### src/verilog/cmul_pkg.sv
/*
 * Shared constants and types for the stream-fed complex multiplier:
 * register offsets, field positions, reset values and pipeline counts.
 * Assumes a 32-bit APB register bus with 8-bit byte addresses.
 */
package cmul_pkg;

    // default operand and sideband widths
    localparam int FIRST_OPERAND_WIDTH_DEF  = 16;
    localparam int SECOND_OPERAND_WIDTH_DEF = 16;
    localparam int USER_W_DEF               = 1;
    localparam int CTRL_DATA_W              = 8;  // control stream byte
    localparam int CTRL_ROUND_BIT           = 0;  // bit that picks rounding

    // pipeline: operand stage, sum stage, output stage
    localparam int NATIVE_LATENCY = 3;

    // APB register map (byte addresses)
    localparam int          ADDR_W     = 8;
    localparam logic [7:0]  CFG_OFF    = 8'h00;
    localparam logic [7:0]  STAT_OFF   = 8'h04;
    localparam logic [7:0]  COUNT_OFF  = 8'h08;
    localparam logic [31:0] CFG_RESET  = 32'h0000_0000;
    localparam int          CNT_W      = 16;

    // configuration field positions
    localparam int CFG_NONBLK_BIT   = 0;
    localparam int CFG_RANDOM_BIT   = 1;
    localparam int CFG_LASTSEL_LSB  = 2;
    localparam int LASTSEL_W        = 3;

    // output last-marker selection
    typedef enum logic [LASTSEL_W-1:0] {
        LAST_NONE        = 3'h0,
        LAST_FROM_A      = 3'h1,
        LAST_FROM_B      = 3'h2,
        LAST_FROM_CTRL   = 3'h3,
        ANY_INPUT_LAST   = 3'h4,
        EVERY_INPUT_LAST = 3'h5
    } last_sel_e;

    // configuration register layout, lsb first from the bottom
    typedef struct packed {
        last_sel_e lastSel;      // [4:2]
        logic      roundRandom;  // [1]
        logic      nonBlocking;  // [0]
    } cfg_s;

endpackage : cmul_pkg

### src/verilog/complex_multiplier_axis.sv
/*
 * Stream-fed complex multiplier with an APB register port.
 * Assumes all streams and the bus run on core_clk; no clock crossing.
 */
//
// What this block does
// - two operand slaves, control slave, one result master
// - all components are signed two's complement
// - full width is first plus second plus one
// - narrow output keeps top bits, truncates or rounds
// - wide output is sign-extended
// - random mode uses control bit 0 per operation
// - rounding only when low bits are dropped
// - blocking mode waits for every enabled channel
// - non-blocking mode fires on any arriving channel
// - optional last and user per operand channel
// - optional last and user on control channel
// - output last: none, copied, OR or AND
// - clock enable low freezes every register except the registered reset
// - synchronous reset overrides the clock enable
// - one-cycle reset still works, response delayed
// - three multipliers for resources on multiplier slices, four for speed or fabric logic
// - operand valids are independent of each other
// - output valid only with a real product
// - latency automatic or manual minimum, never less
`timescale 1ns/1ps
module complex_multiplier_axis
    import cmul_pkg::*;
#(
    parameter int FIRST_OPERAND_WIDTH  = FIRST_OPERAND_WIDTH_DEF,
    parameter int SECOND_OPERAND_WIDTH = SECOND_OPERAND_WIDTH_DEF,
    parameter int OUT_W       = FIRST_OPERAND_WIDTH + SECOND_OPERAND_WIDTH + 1,
    parameter int A_USER_W    = USER_W_DEF,
    parameter int B_USER_W    = USER_W_DEF,
    parameter int CTRL_USER_W = USER_W_DEF,
    parameter bit HAS_A_LAST  = 1'b1,
    parameter bit HAS_B_LAST  = 1'b1,
    parameter bit HAS_C_LAST  = 1'b1,
    parameter bit HAS_A_USER  = 1'b1,
    parameter bit HAS_B_USER  = 1'b1,
    parameter bit HAS_C_USER  = 1'b1,
    parameter bit FABRIC_LOGIC_BUILD = 1'b0,
    parameter bit OPT_PERFORMANCE    = 1'b0,
    parameter int MIN_LATENCY        = NATIVE_LATENCY
) (
    // clock, clock enable, reset
    input  wire logic                                core_clk,
    input  wire logic                                clkEn,
    input  wire logic                                sys_rst,
    // operand A stream (real low half, imaginary high half)
    input  wire logic                                aValid,
    output logic                                     aReady,
    input  wire logic [2*FIRST_OPERAND_WIDTH-1:0]    aData,
    input  wire logic                                aLast,
    input  wire logic [A_USER_W-1:0]                 aUser,
    // operand B stream
    input  wire logic                                bValid,
    output logic                                     bReady,
    input  wire logic [2*SECOND_OPERAND_WIDTH-1:0]   bData,
    input  wire logic                                bLast,
    input  wire logic [B_USER_W-1:0]                 bUser,
    // rounding control stream
    input  wire logic                                ctrlValid,
    output logic                                     ctrlReady,
    input  wire logic [CTRL_DATA_W-1:0]              ctrlData,
    input  wire logic                                ctrlLast,
    input  wire logic [CTRL_USER_W-1:0]              ctrlUser,
    // product stream
    output logic                                     doutValid,
    input  wire logic                                doutReady,
    output logic [2*OUT_W-1:0]                       doutData,
    output logic                                     doutLast,
    output logic [A_USER_W+B_USER_W+CTRL_USER_W-1:0] doutUser,
    // APB register port
    input  wire logic                                psel,
    input  wire logic                                penable,
    input  wire logic                                pwrite,
    input  wire logic [ADDR_W-1:0]                   paddr,
    input  wire logic [31:0]                         pwdata,
    output logic [31:0]                              prdata,
    output logic                                     pready,
    output logic                                     pslverr
);

    ////////////////////////////////////////////////////////////////////////
    // derived sizes
    localparam int FW     = FIRST_OPERAND_WIDTH;
    localparam int SW     = SECOND_OPERAND_WIDTH;
    localparam int FULL_W = FW + SW + 1;
    localparam int MW     = FW + SW + 2;                       // product room
    localparam int UO_W   = A_USER_W + B_USER_W + CTRL_USER_W;
    localparam int TAG_W  = 2 + UO_W;                          // rb, last, user
    localparam int PW     = 1 + TAG_W + 2 * FULL_W;            // stage word
    localparam int DROP_W = (OUT_W < FULL_W) ? FULL_W - OUT_W : 0;
    localparam int EXTRA  = (MIN_LATENCY > NATIVE_LATENCY) ?
                            MIN_LATENCY - NATIVE_LATENCY : 0;
    // three-multiplier form only when building from multiplier slices
    // for resources; performance always takes four
    localparam bit THREE  = !FABRIC_LOGIC_BUILD && !OPT_PERFORMANCE;

    ////////////////////////////////////////////////////////////////////////
    // reset is registered once, so a pulse acts one edge late
    logic rstQ_ff;                                // registered reset
    always_ff @(posedge core_clk) begin
        rstQ_ff <= sys_rst;
    end

    ////////////////////////////////////////////////////////////////////////
    // declarations
    cfg_s                      cfg_ff;            // software configuration
    logic                      doutValid_ff;      // output holds product
    logic [2*OUT_W-1:0]        doutData_ff;       // output product
    logic                      doutLast_ff;       // output marker
    logic [UO_W-1:0]           doutUser_ff;       // output sideband
    logic                      s1Valid_ff;        // products stage valid
    logic [TAG_W-1:0]          s1Tag_ff;          // products stage tag
    logic signed [MW-1:0]      m0_ff, m1_ff;      // ar*br, ai*bi
    logic signed [MW-1:0]      m2_ff, m3_ff;      // cross products; shared product and zero when THREE
    logic [PW-1:0]             pipe_ff [0:EXTRA]; // sum stage and delays
    logic [2*FW-1:0]           aHold_ff;          // last A taken
    logic [2*SW-1:0]           bHold_ff;          // last B taken
    logic                      rbHold_ff;         // last round bit taken
    logic [CNT_W-1:0]          count_ff;          // products delivered
    logic [31:0]               prdata_ff;         // read data
    logic                      rdFresh_ff;        // read data loaded

    ////////////////////////////////////////////////////////////////////////
    // flow control
    wire advance   = clkEn && !rstQ_ff && (!doutValid_ff || doutReady);
    wire randomOn  = cfg_ff.roundRandom && (DROP_W > 0);
    wire allValid  = aValid && bValid && (!randomOn || ctrlValid);
    wire anyValid  = aValid || bValid || (randomOn && ctrlValid);
    wire opFire    = advance && (cfg_ff.nonBlocking ? anyValid : allValid);
    wire chanReady = advance && (cfg_ff.nonBlocking || allValid);
    // each operand channel is taken on its own valid and ready
    assign aReady    = chanReady;
    assign bReady    = chanReady;
    assign ctrlReady = chanReady && randomOn;
    wire aTake = aValid && aReady;
    wire bTake = bValid && bReady;
    wire cTake = ctrlValid && ctrlReady;

    // absent channels reuse the last value taken (non-blocking only)
    wire [2*FW-1:0] aUse  = aTake ? aData : aHold_ff;
    wire [2*SW-1:0] bUse  = bTake ? bData : bHold_ff;
    wire            rbUse = cTake ? ctrlData[CTRL_ROUND_BIT]
                                  : rbHold_ff;
    wire signed [FW-1:0] ar = aUse[FW-1:0];
    wire signed [FW-1:0] ai = aUse[2*FW-1:FW];
    wire signed [SW-1:0] br = bUse[SW-1:0];
    wire signed [SW-1:0] bi = bUse[2*SW-1:SW];

    ////////////////////////////////////////////////////////////////////////
    // markers and sideband of the operation being started
    wire aLastIn = HAS_A_LAST && aTake && aLast;
    wire bLastIn = HAS_B_LAST && bTake && bLast;
    wire cOn     = HAS_C_LAST && randomOn;
    wire cLastIn = cOn && cTake && ctrlLast;
    wire anyLast = aLastIn || bLastIn || cLastIn;
    // missing markers do not veto the AND; no marker at all gives zero
    wire somePresent = HAS_A_LAST || HAS_B_LAST || cOn;
    wire everyLast   = somePresent
                     && (aLastIn || !HAS_A_LAST)
                     && (bLastIn || !HAS_B_LAST)
                     && (cLastIn || !cOn);
    wire lastSelNow =
        (cfg_ff.lastSel == LAST_FROM_A)      ? aLastIn   :
        (cfg_ff.lastSel == LAST_FROM_B)      ? bLastIn   :
        (cfg_ff.lastSel == LAST_FROM_CTRL)   ? cLastIn   :
        (cfg_ff.lastSel == ANY_INPUT_LAST)   ? anyLast   :
        (cfg_ff.lastSel == EVERY_INPUT_LAST) ? everyLast :
                                               1'b0;
    wire [A_USER_W-1:0]    aUserIn = (HAS_A_USER && aTake) ? aUser : '0;
    wire [B_USER_W-1:0]    bUserIn = (HAS_B_USER && bTake) ? bUser : '0;
    wire [CTRL_USER_W-1:0] cUserIn = (HAS_C_USER && cTake) ? ctrlUser
                                                           : '0;
    wire [TAG_W-1:0] tagNow = {rbUse, lastSelNow, cUserIn, bUserIn,
                               aUserIn};

    ////////////////////////////////////////////////////////////////////////
    // multiplier structure
    wire signed [MW-1:0] nxt_m0 = MW'(ar) * MW'(br);
    wire signed [MW-1:0] nxt_m1 = MW'(ai) * MW'(bi);
    logic signed [MW-1:0] nxt_m2, nxt_m3;
    generate
        if (THREE) begin : g_three
            // one shared product replaces the two cross terms
            wire signed [FW:0] aSum = (FW+1)'(ar) + (FW+1)'(ai);
            wire signed [SW:0] bSum = (SW+1)'(br) + (SW+1)'(bi);
            assign nxt_m2 = MW'(aSum) * MW'(bSum);
            assign nxt_m3 = '0;
        end else begin : g_four
            assign nxt_m2 = MW'(ar) * MW'(bi);
            assign nxt_m3 = MW'(ai) * MW'(br);
        end
    endgenerate
    wire signed [MW-1:0] sumRe = m0_ff - m1_ff;
    wire signed [MW-1:0] sumIm = THREE ? m2_ff - m0_ff - m1_ff
                                       : m2_ff + m3_ff;

    // operand and products stage
    always_ff @(posedge core_clk) begin
        if (rstQ_ff) begin
            s1Valid_ff <= 1'b0;
            s1Tag_ff   <= '0;
            m0_ff      <= '0;
            m1_ff      <= '0;
            m2_ff      <= '0;
            m3_ff      <= '0;
        end else if (advance) begin
            s1Valid_ff <= opFire;
            s1Tag_ff   <= tagNow;
            m0_ff      <= nxt_m0;
            m1_ff      <= nxt_m1;
            m2_ff      <= nxt_m2;
            m3_ff      <= nxt_m3;
        end
    end

    // held operands for non-blocking reuse
    always_ff @(posedge core_clk) begin
        if (rstQ_ff) begin
            aHold_ff  <= '0;
            bHold_ff  <= '0;
            rbHold_ff <= 1'b0;
        end else if (clkEn) begin
            if (aTake) aHold_ff <= aData;
            if (bTake) bHold_ff <= bData;
            if (cTake) rbHold_ff <= ctrlData[CTRL_ROUND_BIT];
        end
    end

    ////////////////////////////////////////////////////////////////////////
    // sum stage and manual latency padding; the whole pipe stalls
    // together, which keeps bubbles but needs no per-stage ready
    always_ff @(posedge core_clk) begin
        if (rstQ_ff) begin
            pipe_ff[0] <= '0;
        end else if (advance) begin
            pipe_ff[0] <= {s1Valid_ff, s1Tag_ff, FULL_W'(sumIm),
                           FULL_W'(sumRe)};
        end
    end
    generate
        for (genvar i = 1; i <= EXTRA; i++) begin : g_pad
            always_ff @(posedge core_clk) begin
                if (rstQ_ff) begin
                    pipe_ff[i] <= '0;
                end else if (advance) begin
                    pipe_ff[i] <= pipe_ff[i-1];
                end
            end
        end
    endgenerate

    ////////////////////////////////////////////////////////////////////////
    // scaling of each component into the output width
    wire [PW-1:0]  last_w  = pipe_ff[EXTRA];
    wire           tailV   = last_w[PW-1];
    wire           tailRb  = last_w[PW-2];
    wire           tailLst = last_w[PW-3];
    wire [UO_W-1:0] tailUsr = last_w[PW-4 -: UO_W];
    logic [OUT_W-1:0] scaled [0:1];
    generate
        for (genvar k = 0; k < 2; k++) begin : g_comp
            wire signed [FULL_W-1:0] full = last_w[k*FULL_W +: FULL_W];
            if (DROP_W > 0) begin : g_drop
                // half minus one plus the random bit rounds either way
                localparam logic [FULL_W:0] HALF_M1 =
                    (FULL_W+1)'((1 << (DROP_W - 1)) - 1);
                wire [FULL_W:0] addend = randomOn ?
                    HALF_M1 + (FULL_W+1)'(tailRb) : '0;
                wire [FULL_W:0] wide = {full[FULL_W-1], full} + addend;
                assign scaled[k] = wide[FULL_W-1 -: OUT_W];
            end else begin : g_ext
                assign scaled[k] = OUT_W'(full);
            end
        end
    endgenerate

    // output register, loaded only when the master side can move
    always_ff @(posedge core_clk) begin
        if (rstQ_ff) begin
            doutValid_ff <= 1'b0;
            doutData_ff  <= '0;
            doutLast_ff  <= 1'b0;
            doutUser_ff  <= '0;
        end else if (advance) begin
            doutValid_ff <= tailV;
            doutData_ff  <= {scaled[1], scaled[0]};
            doutLast_ff  <= tailV && tailLst;
            doutUser_ff  <= tailUsr;
        end
    end
    assign doutValid = doutValid_ff;
    assign doutData  = doutData_ff;
    assign doutLast  = doutLast_ff;
    assign doutUser  = doutUser_ff;

    ////////////////////////////////////////////////////////////////////////
    // APB slave: zero wait states unless the clock enable is low
    wire hitCfg   = (paddr == CFG_OFF);
    wire hitStat  = (paddr == STAT_OFF);
    wire hitCount = (paddr == COUNT_OFF);
    wire hitAny   = hitCfg || hitStat || hitCount;
    wire access   = psel && penable && pready;
    wire wrCfg    = access && pwrite && hitCfg;
    wire wrCount  = access && pwrite && hitCount;
    wire delivered = clkEn && doutValid_ff && doutReady;
    wire [31:0] statWord = {28'h0, randomOn, doutValid_ff, s1Valid_ff,
                            tailV};
    wire [31:0] readMux  = hitCfg   ? {27'h0, cfg_ff}           :
                           hitStat  ? statWord                   :
                           hitCount ? {{(32-CNT_W){1'b0}}, count_ff} :
                                      32'h0;
    assign pready  = clkEn && rdFresh_ff;
    assign pslverr = psel && penable && !hitAny;
    assign prdata  = prdata_ff;

    // configuration and read data capture; read data is loaded at the
    // first enabled edge of a transfer, so a gated setup edge cannot
    // hand back stale data, it only costs one wait state
    always_ff @(posedge core_clk) begin
        if (rstQ_ff) begin
            cfg_ff     <= cfg_s'(CFG_RESET[4:0]);
            prdata_ff  <= 32'h0;
            rdFresh_ff <= 1'b0;
        end else if (clkEn) begin
            if (wrCfg) cfg_ff <= cfg_s'(pwdata[4:0]);
            if (psel && !rdFresh_ff) prdata_ff <= readMux;
            rdFresh_ff <= psel && !access;
        end
    end

    // delivered-product counter; a write clears, a same-cycle delivery
    // still counts so no product is lost
    always_ff @(posedge core_clk) begin
        if (rstQ_ff) begin
            count_ff <= '0;
        end else if (clkEn) begin
            count_ff <= (wrCount ? '0 : count_ff) + CNT_W'(delivered);
        end
    end
endmodule : complex_multiplier_axis

### config.mk
export PLATFORM = sky130hd
export DESIGN_NAME = complex_multiplier_axis
export DESIGN_NICKNAME = d
export VERILOG_FILES = /design/src/verilog/cmul_pkg.sv /design/src/verilog/complex_multiplier_axis.sv
export SDC_FILE = /design/constraint.sdc
export NUM_CORES = 2
export LEC_CHECK = 0
export BUFFER_PORTS_ARGS = -buffer_cell sky130_fd_sc_hd__buf_2
export CAP_MARGIN = 20
export CORE_UTILIZATION = 45
export DETAILED_ROUTE_END_ITERATION = 6
export SETUP_SLACK_MARGIN = 0.02
export SYNTH_ARGS = -nofsm -noshare
export SYNTH_HDL_FRONTEND = slang
export SYNTH_SLANG_ARGS = --single-unit
### constraint.sdc
create_clock -name core_clk -period 13.02 [get_ports core_clk]
set_clock_uncertainty 0.15 [all_clocks]
set_input_delay 2.604 -clock core_clk [delete_from_list [all_inputs] [get_ports core_clk]]
set_output_delay 2.604 -clock core_clk [all_outputs]
set_load 0.02 [all_outputs]
======== After elaboration in Yosys (flattened, before gate mapping) ========
Memory sizes are Yosys's and may differ from the RTL's.
Cells that the tools add are included.
operators by class
  reductions and logical operators ........ 37
  equality and inequality tests ........... 7
  mux-type cells .......................... 21
  add/sub/neg operators ................... 6
  multiply operators ...................... 3
operators with widths
  cell                  count
  $mux W70              1
  $reduce_or A70 Y1     1
  $sub A33 B32 Y33      2
  $mul A16 B16 Y32      2
  $mux W16              4
  $mux W32              2
  $add A16 B16 Y17      2
  $mul A17 B17 Y33      1
  $sub A32 B32 Y33      1
  $logic_and A1 B1 Y1   22
  $add A16 B1 Y16       1
  $mux W1               14
  $eq A8 B3 Y1 const B  1
  $eq A8 B4 Y1 const B  1
  $logic_not A8 Y1      1
  $eq A3 B2 Y1 const B  2
  $eq A3 B3 Y1 const B  2
  $logic_or A1 B1 Y1    6
  $logic_not A1 Y1      5
  $reduce_and A2 Y1     2
  $eq A3 B1 Y1 const B  1
word-level totals
  logic and storage cells ................. 93
  bits in registers ....................... 291
  bits of input ports ..................... 128
  RAM bits ................................ 70
  memories kept ........................... 1
memory list
  name     depth  width  rd ports  clocked after Yosys merged registers in  wr ports  line                            source
  pipe_ff  1      70     1         0                                        1         complex_multiplier_axis.sv:119  logic [PW-1:0] pipe_ff [0:EXTRA];

======== Depth between registers and ports, before layout ========
  depth in word-level cells ............... 12
  depth in mapped cells ................... 46
  gate-level depth less buffers ........... 43

======== Worst setup path before layout ========
OpenSTA, ideal clock, no wires.
  kind .................................... input -> register
  from .................................... input port clkEn
  to ...................................... register m2_ff[32]
  arrival time ............................ 12.095 ns
  setup time .............................. 0.124 ns
  path slack .............................. 0.650 ns
  stages .................................. 43
  cells stage by stage .................... o21ai_1 -> or2_1 -> clkbuf_1 -> nor2_2 -> nand2_1 -> buf_2 -> mux2i_2 -> clkinv_1 -> ha_1 -> a21oi_1 -> nor2b_1 -> o21ai_0 -> a21oi_1 -> o221ai_1 -> a31oi_1 -> a21o_1 -> a21oi_1 -> xnor2_1 -> [... 7 more ...] -> inv_1 -> fa_1 -> fa_1 -> inv_1 -> fa_1 -> inv_1 -> ha_1 -> a21o_1 -> a21o_1 -> a21oi_1 -> o41a_1 -> o41ai_2 -> a211oi_1 -> o21ai_0 -> a21oi_1 -> xnor2_1 -> xnor2_1 -> o21ai_1
between the ends
  longest elaborated chain between the ends .. 7
ends and longest elaborated chain
  item                              line                            source
  start, declared                   complex_multiplier_axis.sv:48   input wire logic clkEn,
  $logic_and A1 B1 Y1 (2 in a row)  complex_multiplier_axis.sv:129  wire advance = clkEn && !rstQ_ff && (!doutValid_ff || doutReady);
  $logic_and A1 B1 Y1               complex_multiplier_axis.sv:134  wire chanReady = advance && (cfg_ff.nonBlocking || allValid);
  named net aReady                  complex_multiplier_axis.sv:52   output logic aReady,
  $logic_and A1 B1 Y1               complex_multiplier_axis.sv:139  wire aTake = aValid && aReady;
  $mux W32                          --
  named net aUse[2]                 complex_multiplier_axis.sv:144  wire [2*FW-1:0] aUse = aTake ? aData : aHold_ff;
  $add A16 B16 Y17                  complex_multiplier_axis.sv:188  wire signed [FW:0] aSum = (FW+1)'(ar) + (FW+1)'(ai);
  $mul A17 B17 Y33                  complex_multiplier_axis.sv:190  assign nxt_m2 = MW'(aSum) * MW'(bSum);
  end signal, assigned              complex_multiplier_axis.sv:215  m2_ff <= nxt_m2;
  end, declared                     complex_multiplier_axis.sv:118  logic signed [MW-1:0] m2_ff, m3_ff;
The timed path passes the listed nets, and every way through them passes these cells.
A chain may end at the register's enable or synchronous reset.

======== Final worst setup path ========
  from .................................... input port clkEn
  to ...................................... register m2_ff[32]
between the ends
  longest elaborated chain between the ends .. 7
ends and longest elaborated chain
  item                              line                            source
  $logic_and A1 B1 Y1 (2 in a row)  complex_multiplier_axis.sv:129
  $logic_and A1 B1 Y1               complex_multiplier_axis.sv:134
  $logic_and A1 B1 Y1               complex_multiplier_axis.sv:140  wire bTake = bValid && bReady;
  $mux W32                          --
  named net bUse[1]                 complex_multiplier_axis.sv:145  wire [2*SW-1:0] bUse = bTake ? bData : bHold_ff;
  $add A16 B16 Y17                  complex_multiplier_axis.sv:189  wire signed [SW:0] bSum = (SW+1)'(br) + (SW+1)'(bi);
  $mul A17 B17 Y33                  complex_multiplier_axis.sv:190
The timed path passes the listed nets, and every way through them passes these cells.

==> impl_results.md <==
- Post-route cell area: approximately 52,000 um2
- Mean Syn Cell Area: about 9.2 um2
- Max incr delay on CP: between 0.6 and 0.7 ns
- Synth async-reset ratio: 0%
- Fin Setup TNS: 0 ns
- Area of the core: 102,000 um2
- Setup-failing EPs final: 0
- Startpoint types: input pin
- Port Buffers: roughly 180
- Hold Vio Cnt, Final: 0
- Count of clock tree sinks: approximately 340
- WL met1: just over 60,000 um
- Worst-margin pin slew: between 1 and 1.5 ns
- Largest net degree at the start of global routing: 140
- Post-synth EDFFs: 70
- Area leader, netlist: fa_1
- Worst EP required: roughly 13 ns
- HPWL after detailed placement: 113,000 um
- Crit path capture type: flip-flop
- Clock root buffer: clkbuf_16
- Critical path class: input pin to flip-flop
- Global-route wire length before repair: approximately 210,000 um
- Ys flop type: dfxtp_1
- P&R area growth vs syn: 10.5%
- Gr ovfl total: 0
- Max clock buf depth: 3
- Overall die area: 105,000 um2
- Mapped Cells: 5,102
- Final critical-path share of the clock period: approximately 95%
- #FFs+latches synth: 344
- Die width: 324 um
- Crit path DAT: roughly 13 ns
- Post-synthesis cell type count: 80
- Reg clk slew, reported paths: approximately 0.060 ns
- Share of the synthesized area in the top cell type: about 36%
- Peak supply drop: 0.0000888 V
- Antenna Nets Post-Route: 0
- Pwr dens: about 62 nW/um2
- Leak: ~24 nW
- DR iter-0 viols: ~2,700
- Slew headroom: 28.6%
- DP Area: approximately 50,000 um2
- Initial antenna violation count: 3
- Ranking of synthesized cells by area: fa_1 (36%), dfxtp_1 (12%), ha_1 (10%)
- Fin nets: about 6,700
- Syn. warnings: 0
- Max Cap Viol: 0
- RePlAce Congestion: just under 1
- Max Slew Vio Count: 0
- Crit-path max FO: 15
- Hold Buf Count CTS: 0
- CTS tree: done
- H-tree levels: 2
- Outcome: completed
- Met3 Routed Length: about 9000 um
- Std-Cell Rows: ~120
- Average via count per standard cell: 5.24
- RSZ-0062 raised after global routing: no
- WL final: about 140,000 um
- GRT Util Overall: roughly a quarter
- Initial Util: between 40% and 50%
- Share of cells above drive strength 1: 8.73%
- Most used cell, CP: fa_1
- Seq/Total Area, Yosys: ~16%
- Achievable Freq: between 80 and 90 MHz
- Synth Cell Area: approximately 47,000 um2
- Slowest-stage cell, CP: o41ai_2
- TritonCTS Buffers: 44
- CTS resizes: 0
- Final worst path period need: 12.41 ns
- Die H: 324 um
- Avg WL per Cell: between 20 and 25 um
- Via count: 35,334
- Top sig layer: met4
- Number of global-route vias before repair: about 36,000
- First drt pass iteration count: 6
- IO Count: 236
- Met2 wire len: 62,400 um
- Post-CTS Setup Inserts: 0
- Hold crit path type: flip-flop to flip-flop
- Worst skew pair latency: approximately 0.65 ns
- DRC: 0
==> flip-flops by register name, summed over array words and instances (netlist names), 2 cells and up <==
name	cells
cfg_ff	5
doutUser	2
bHold_ff	32
m1_ff	32
prdata	16
m2_ff	33
m0_ff	32
pipe_ff	70
count_ff	16
aHold_ff	32
doutData	66
s1Tag_ff	3
==> worst max-delay path: cells and delay by family <==
| family | cells | cell delay [ns] |
|---|---|---|
| adder cells (fa/ha/maj) | 8 | 3.79 |
| AO/OA/AOI/OAI | 13 | 2.83 |
| buffers and inverters | 9 | 1.44 |
| AND/OR/NAND/NOR | 6 | 1.26 |
| multiplexers | 1 | 0.44 |
| XOR/XNOR | 2 | 0.35 |
==> kinds of logic (layout without fill, tap and decap cells) <==
group	count (synthesis)	after routing	share of synthesized area, %
and+or+nand+nor	1369	1369	12.5
buffers and inverters	1238	1494	10.1
adders and majority gates	1228	1228	46.5
AOI/OAI and AO/OA	634	634	8.98
DFF	344	344	16.2
xor gates and xnor gates	209	209	3.99
muxes	79	79	1.78
other	1	19	0.00801
==> cell usage after synthesis (7+ instances only) <==
library cell and n:
inv_1 1039, fa_1 849, nand2_1 565, nor2_1 512, ha_1 378, dfxtp_1 274
a21oi_1 152, clkbuf_1 140, xnor2_1 133, o21ai_0 119, xor2_1 74, a22o_1 73
edfxtp_1 70, mux2i_1 67, and2_1 63, a21o_1 62, o22ai_1 49, nand2b_1 46
nor2b_1 37, nor3_1 31, nand3_1 29, o21a_1 29, o21bai_1 22, clkinv_1 20
buf_4 19, or3_1 16, a211oi_1 15, a22oi_1 15, a31oi_1 15, nand4_1 14
and3_1 13, buf_1 12, nor4_1 12, o31ai_1 12, mux2i_2 10, a211o_1 9
buf_2 8, a21boi_0 7, o21ai_1 7
==> power breakdown <==
group          internal [mW]  total, mW  switching (mW)
clock                  0.808       1.34           0.534
sequential              1.14       1.16          0.0237
combinational          0.239      0.702           0.463
total                   2.19       3.21            1.02
==> placed cells by master, fill, tap and decap left out, drive strengths merged, types with 73 or more instances in the layout <==
cell | Yosys | final
inv | 1039 | 1044
mux2i | 77 | 77
a21oi | 153 | 153
buf | 39 | 353
nor2 | 513 | 513
dfxtp | 274 | 274
o21ai | 127 | 127
xnor2 | 134 | 134
nand2 | 565 | 565
ha | 378 | 378
fa | 849 | 849
xor2 | 75 | 75
a22o | 73 | 73
==> layout make-up <==
type	count	area, um2
Sequential cell	344	7590
Antenna cell	1	2.50
Clock inverter	20	338
Inverter	1059	3980
Tap cell	1368	1710
Clock buffer	62	1260
Multi-Input combinational cell	3537	34600
Fill cell	9715	50800
Timing Repair Buffer	353	2240
==> per-stage QoR <==
| stage | setup slack (ns) | hold slack, ns | instances | total power [mW] | utilization [%] |
|---|---|---|---|---|---|
| final | 0.608 | 0.302 | 6744 | 3.21 | 50.5 |
| after global routing | 0.160 | 0.328 | 6743 | 3.34 | 50.5 |
| after CTS | 0.677 | 0.305 | 6743 | 3.24 | 50.5 |
| after detailed placement | 0.0713 | 0.292 | 6661 | 1.88 | 48.9 |
| after global placement | 0.125 | 0.277 | 6658 | 1.88 | 48.9 |
| after floorplan | 0.650 | 0.267 | 5119 | 1.61 | - |
==> metal layers <==
layer	vias to the layer above	track usage, %
li1	16189	-
met1	17859	37.2
met2	1101	42.1
met3	185	3.43
met4	0	8.62
met5	-	0
==> path summary, 6_finish.rpt <==
kind / endpoint / slack [ns] / depth (start not counted) / start
setup / recovery: m2_ff[32] / 0.61 / 39 / clkEn
hold / removal: s1Tag_ff[0] / 0.30 / 2 / s1Tag_ff[0]
setup reg to reg: m2_ff[32] / 2.04 / 37 / rstQ_ff
hold reg to reg: s1Tag_ff[0] / 0.30 / 2 / s1Tag_ff[0]
No activity file was read; power rests on OpenSTA's default activity.
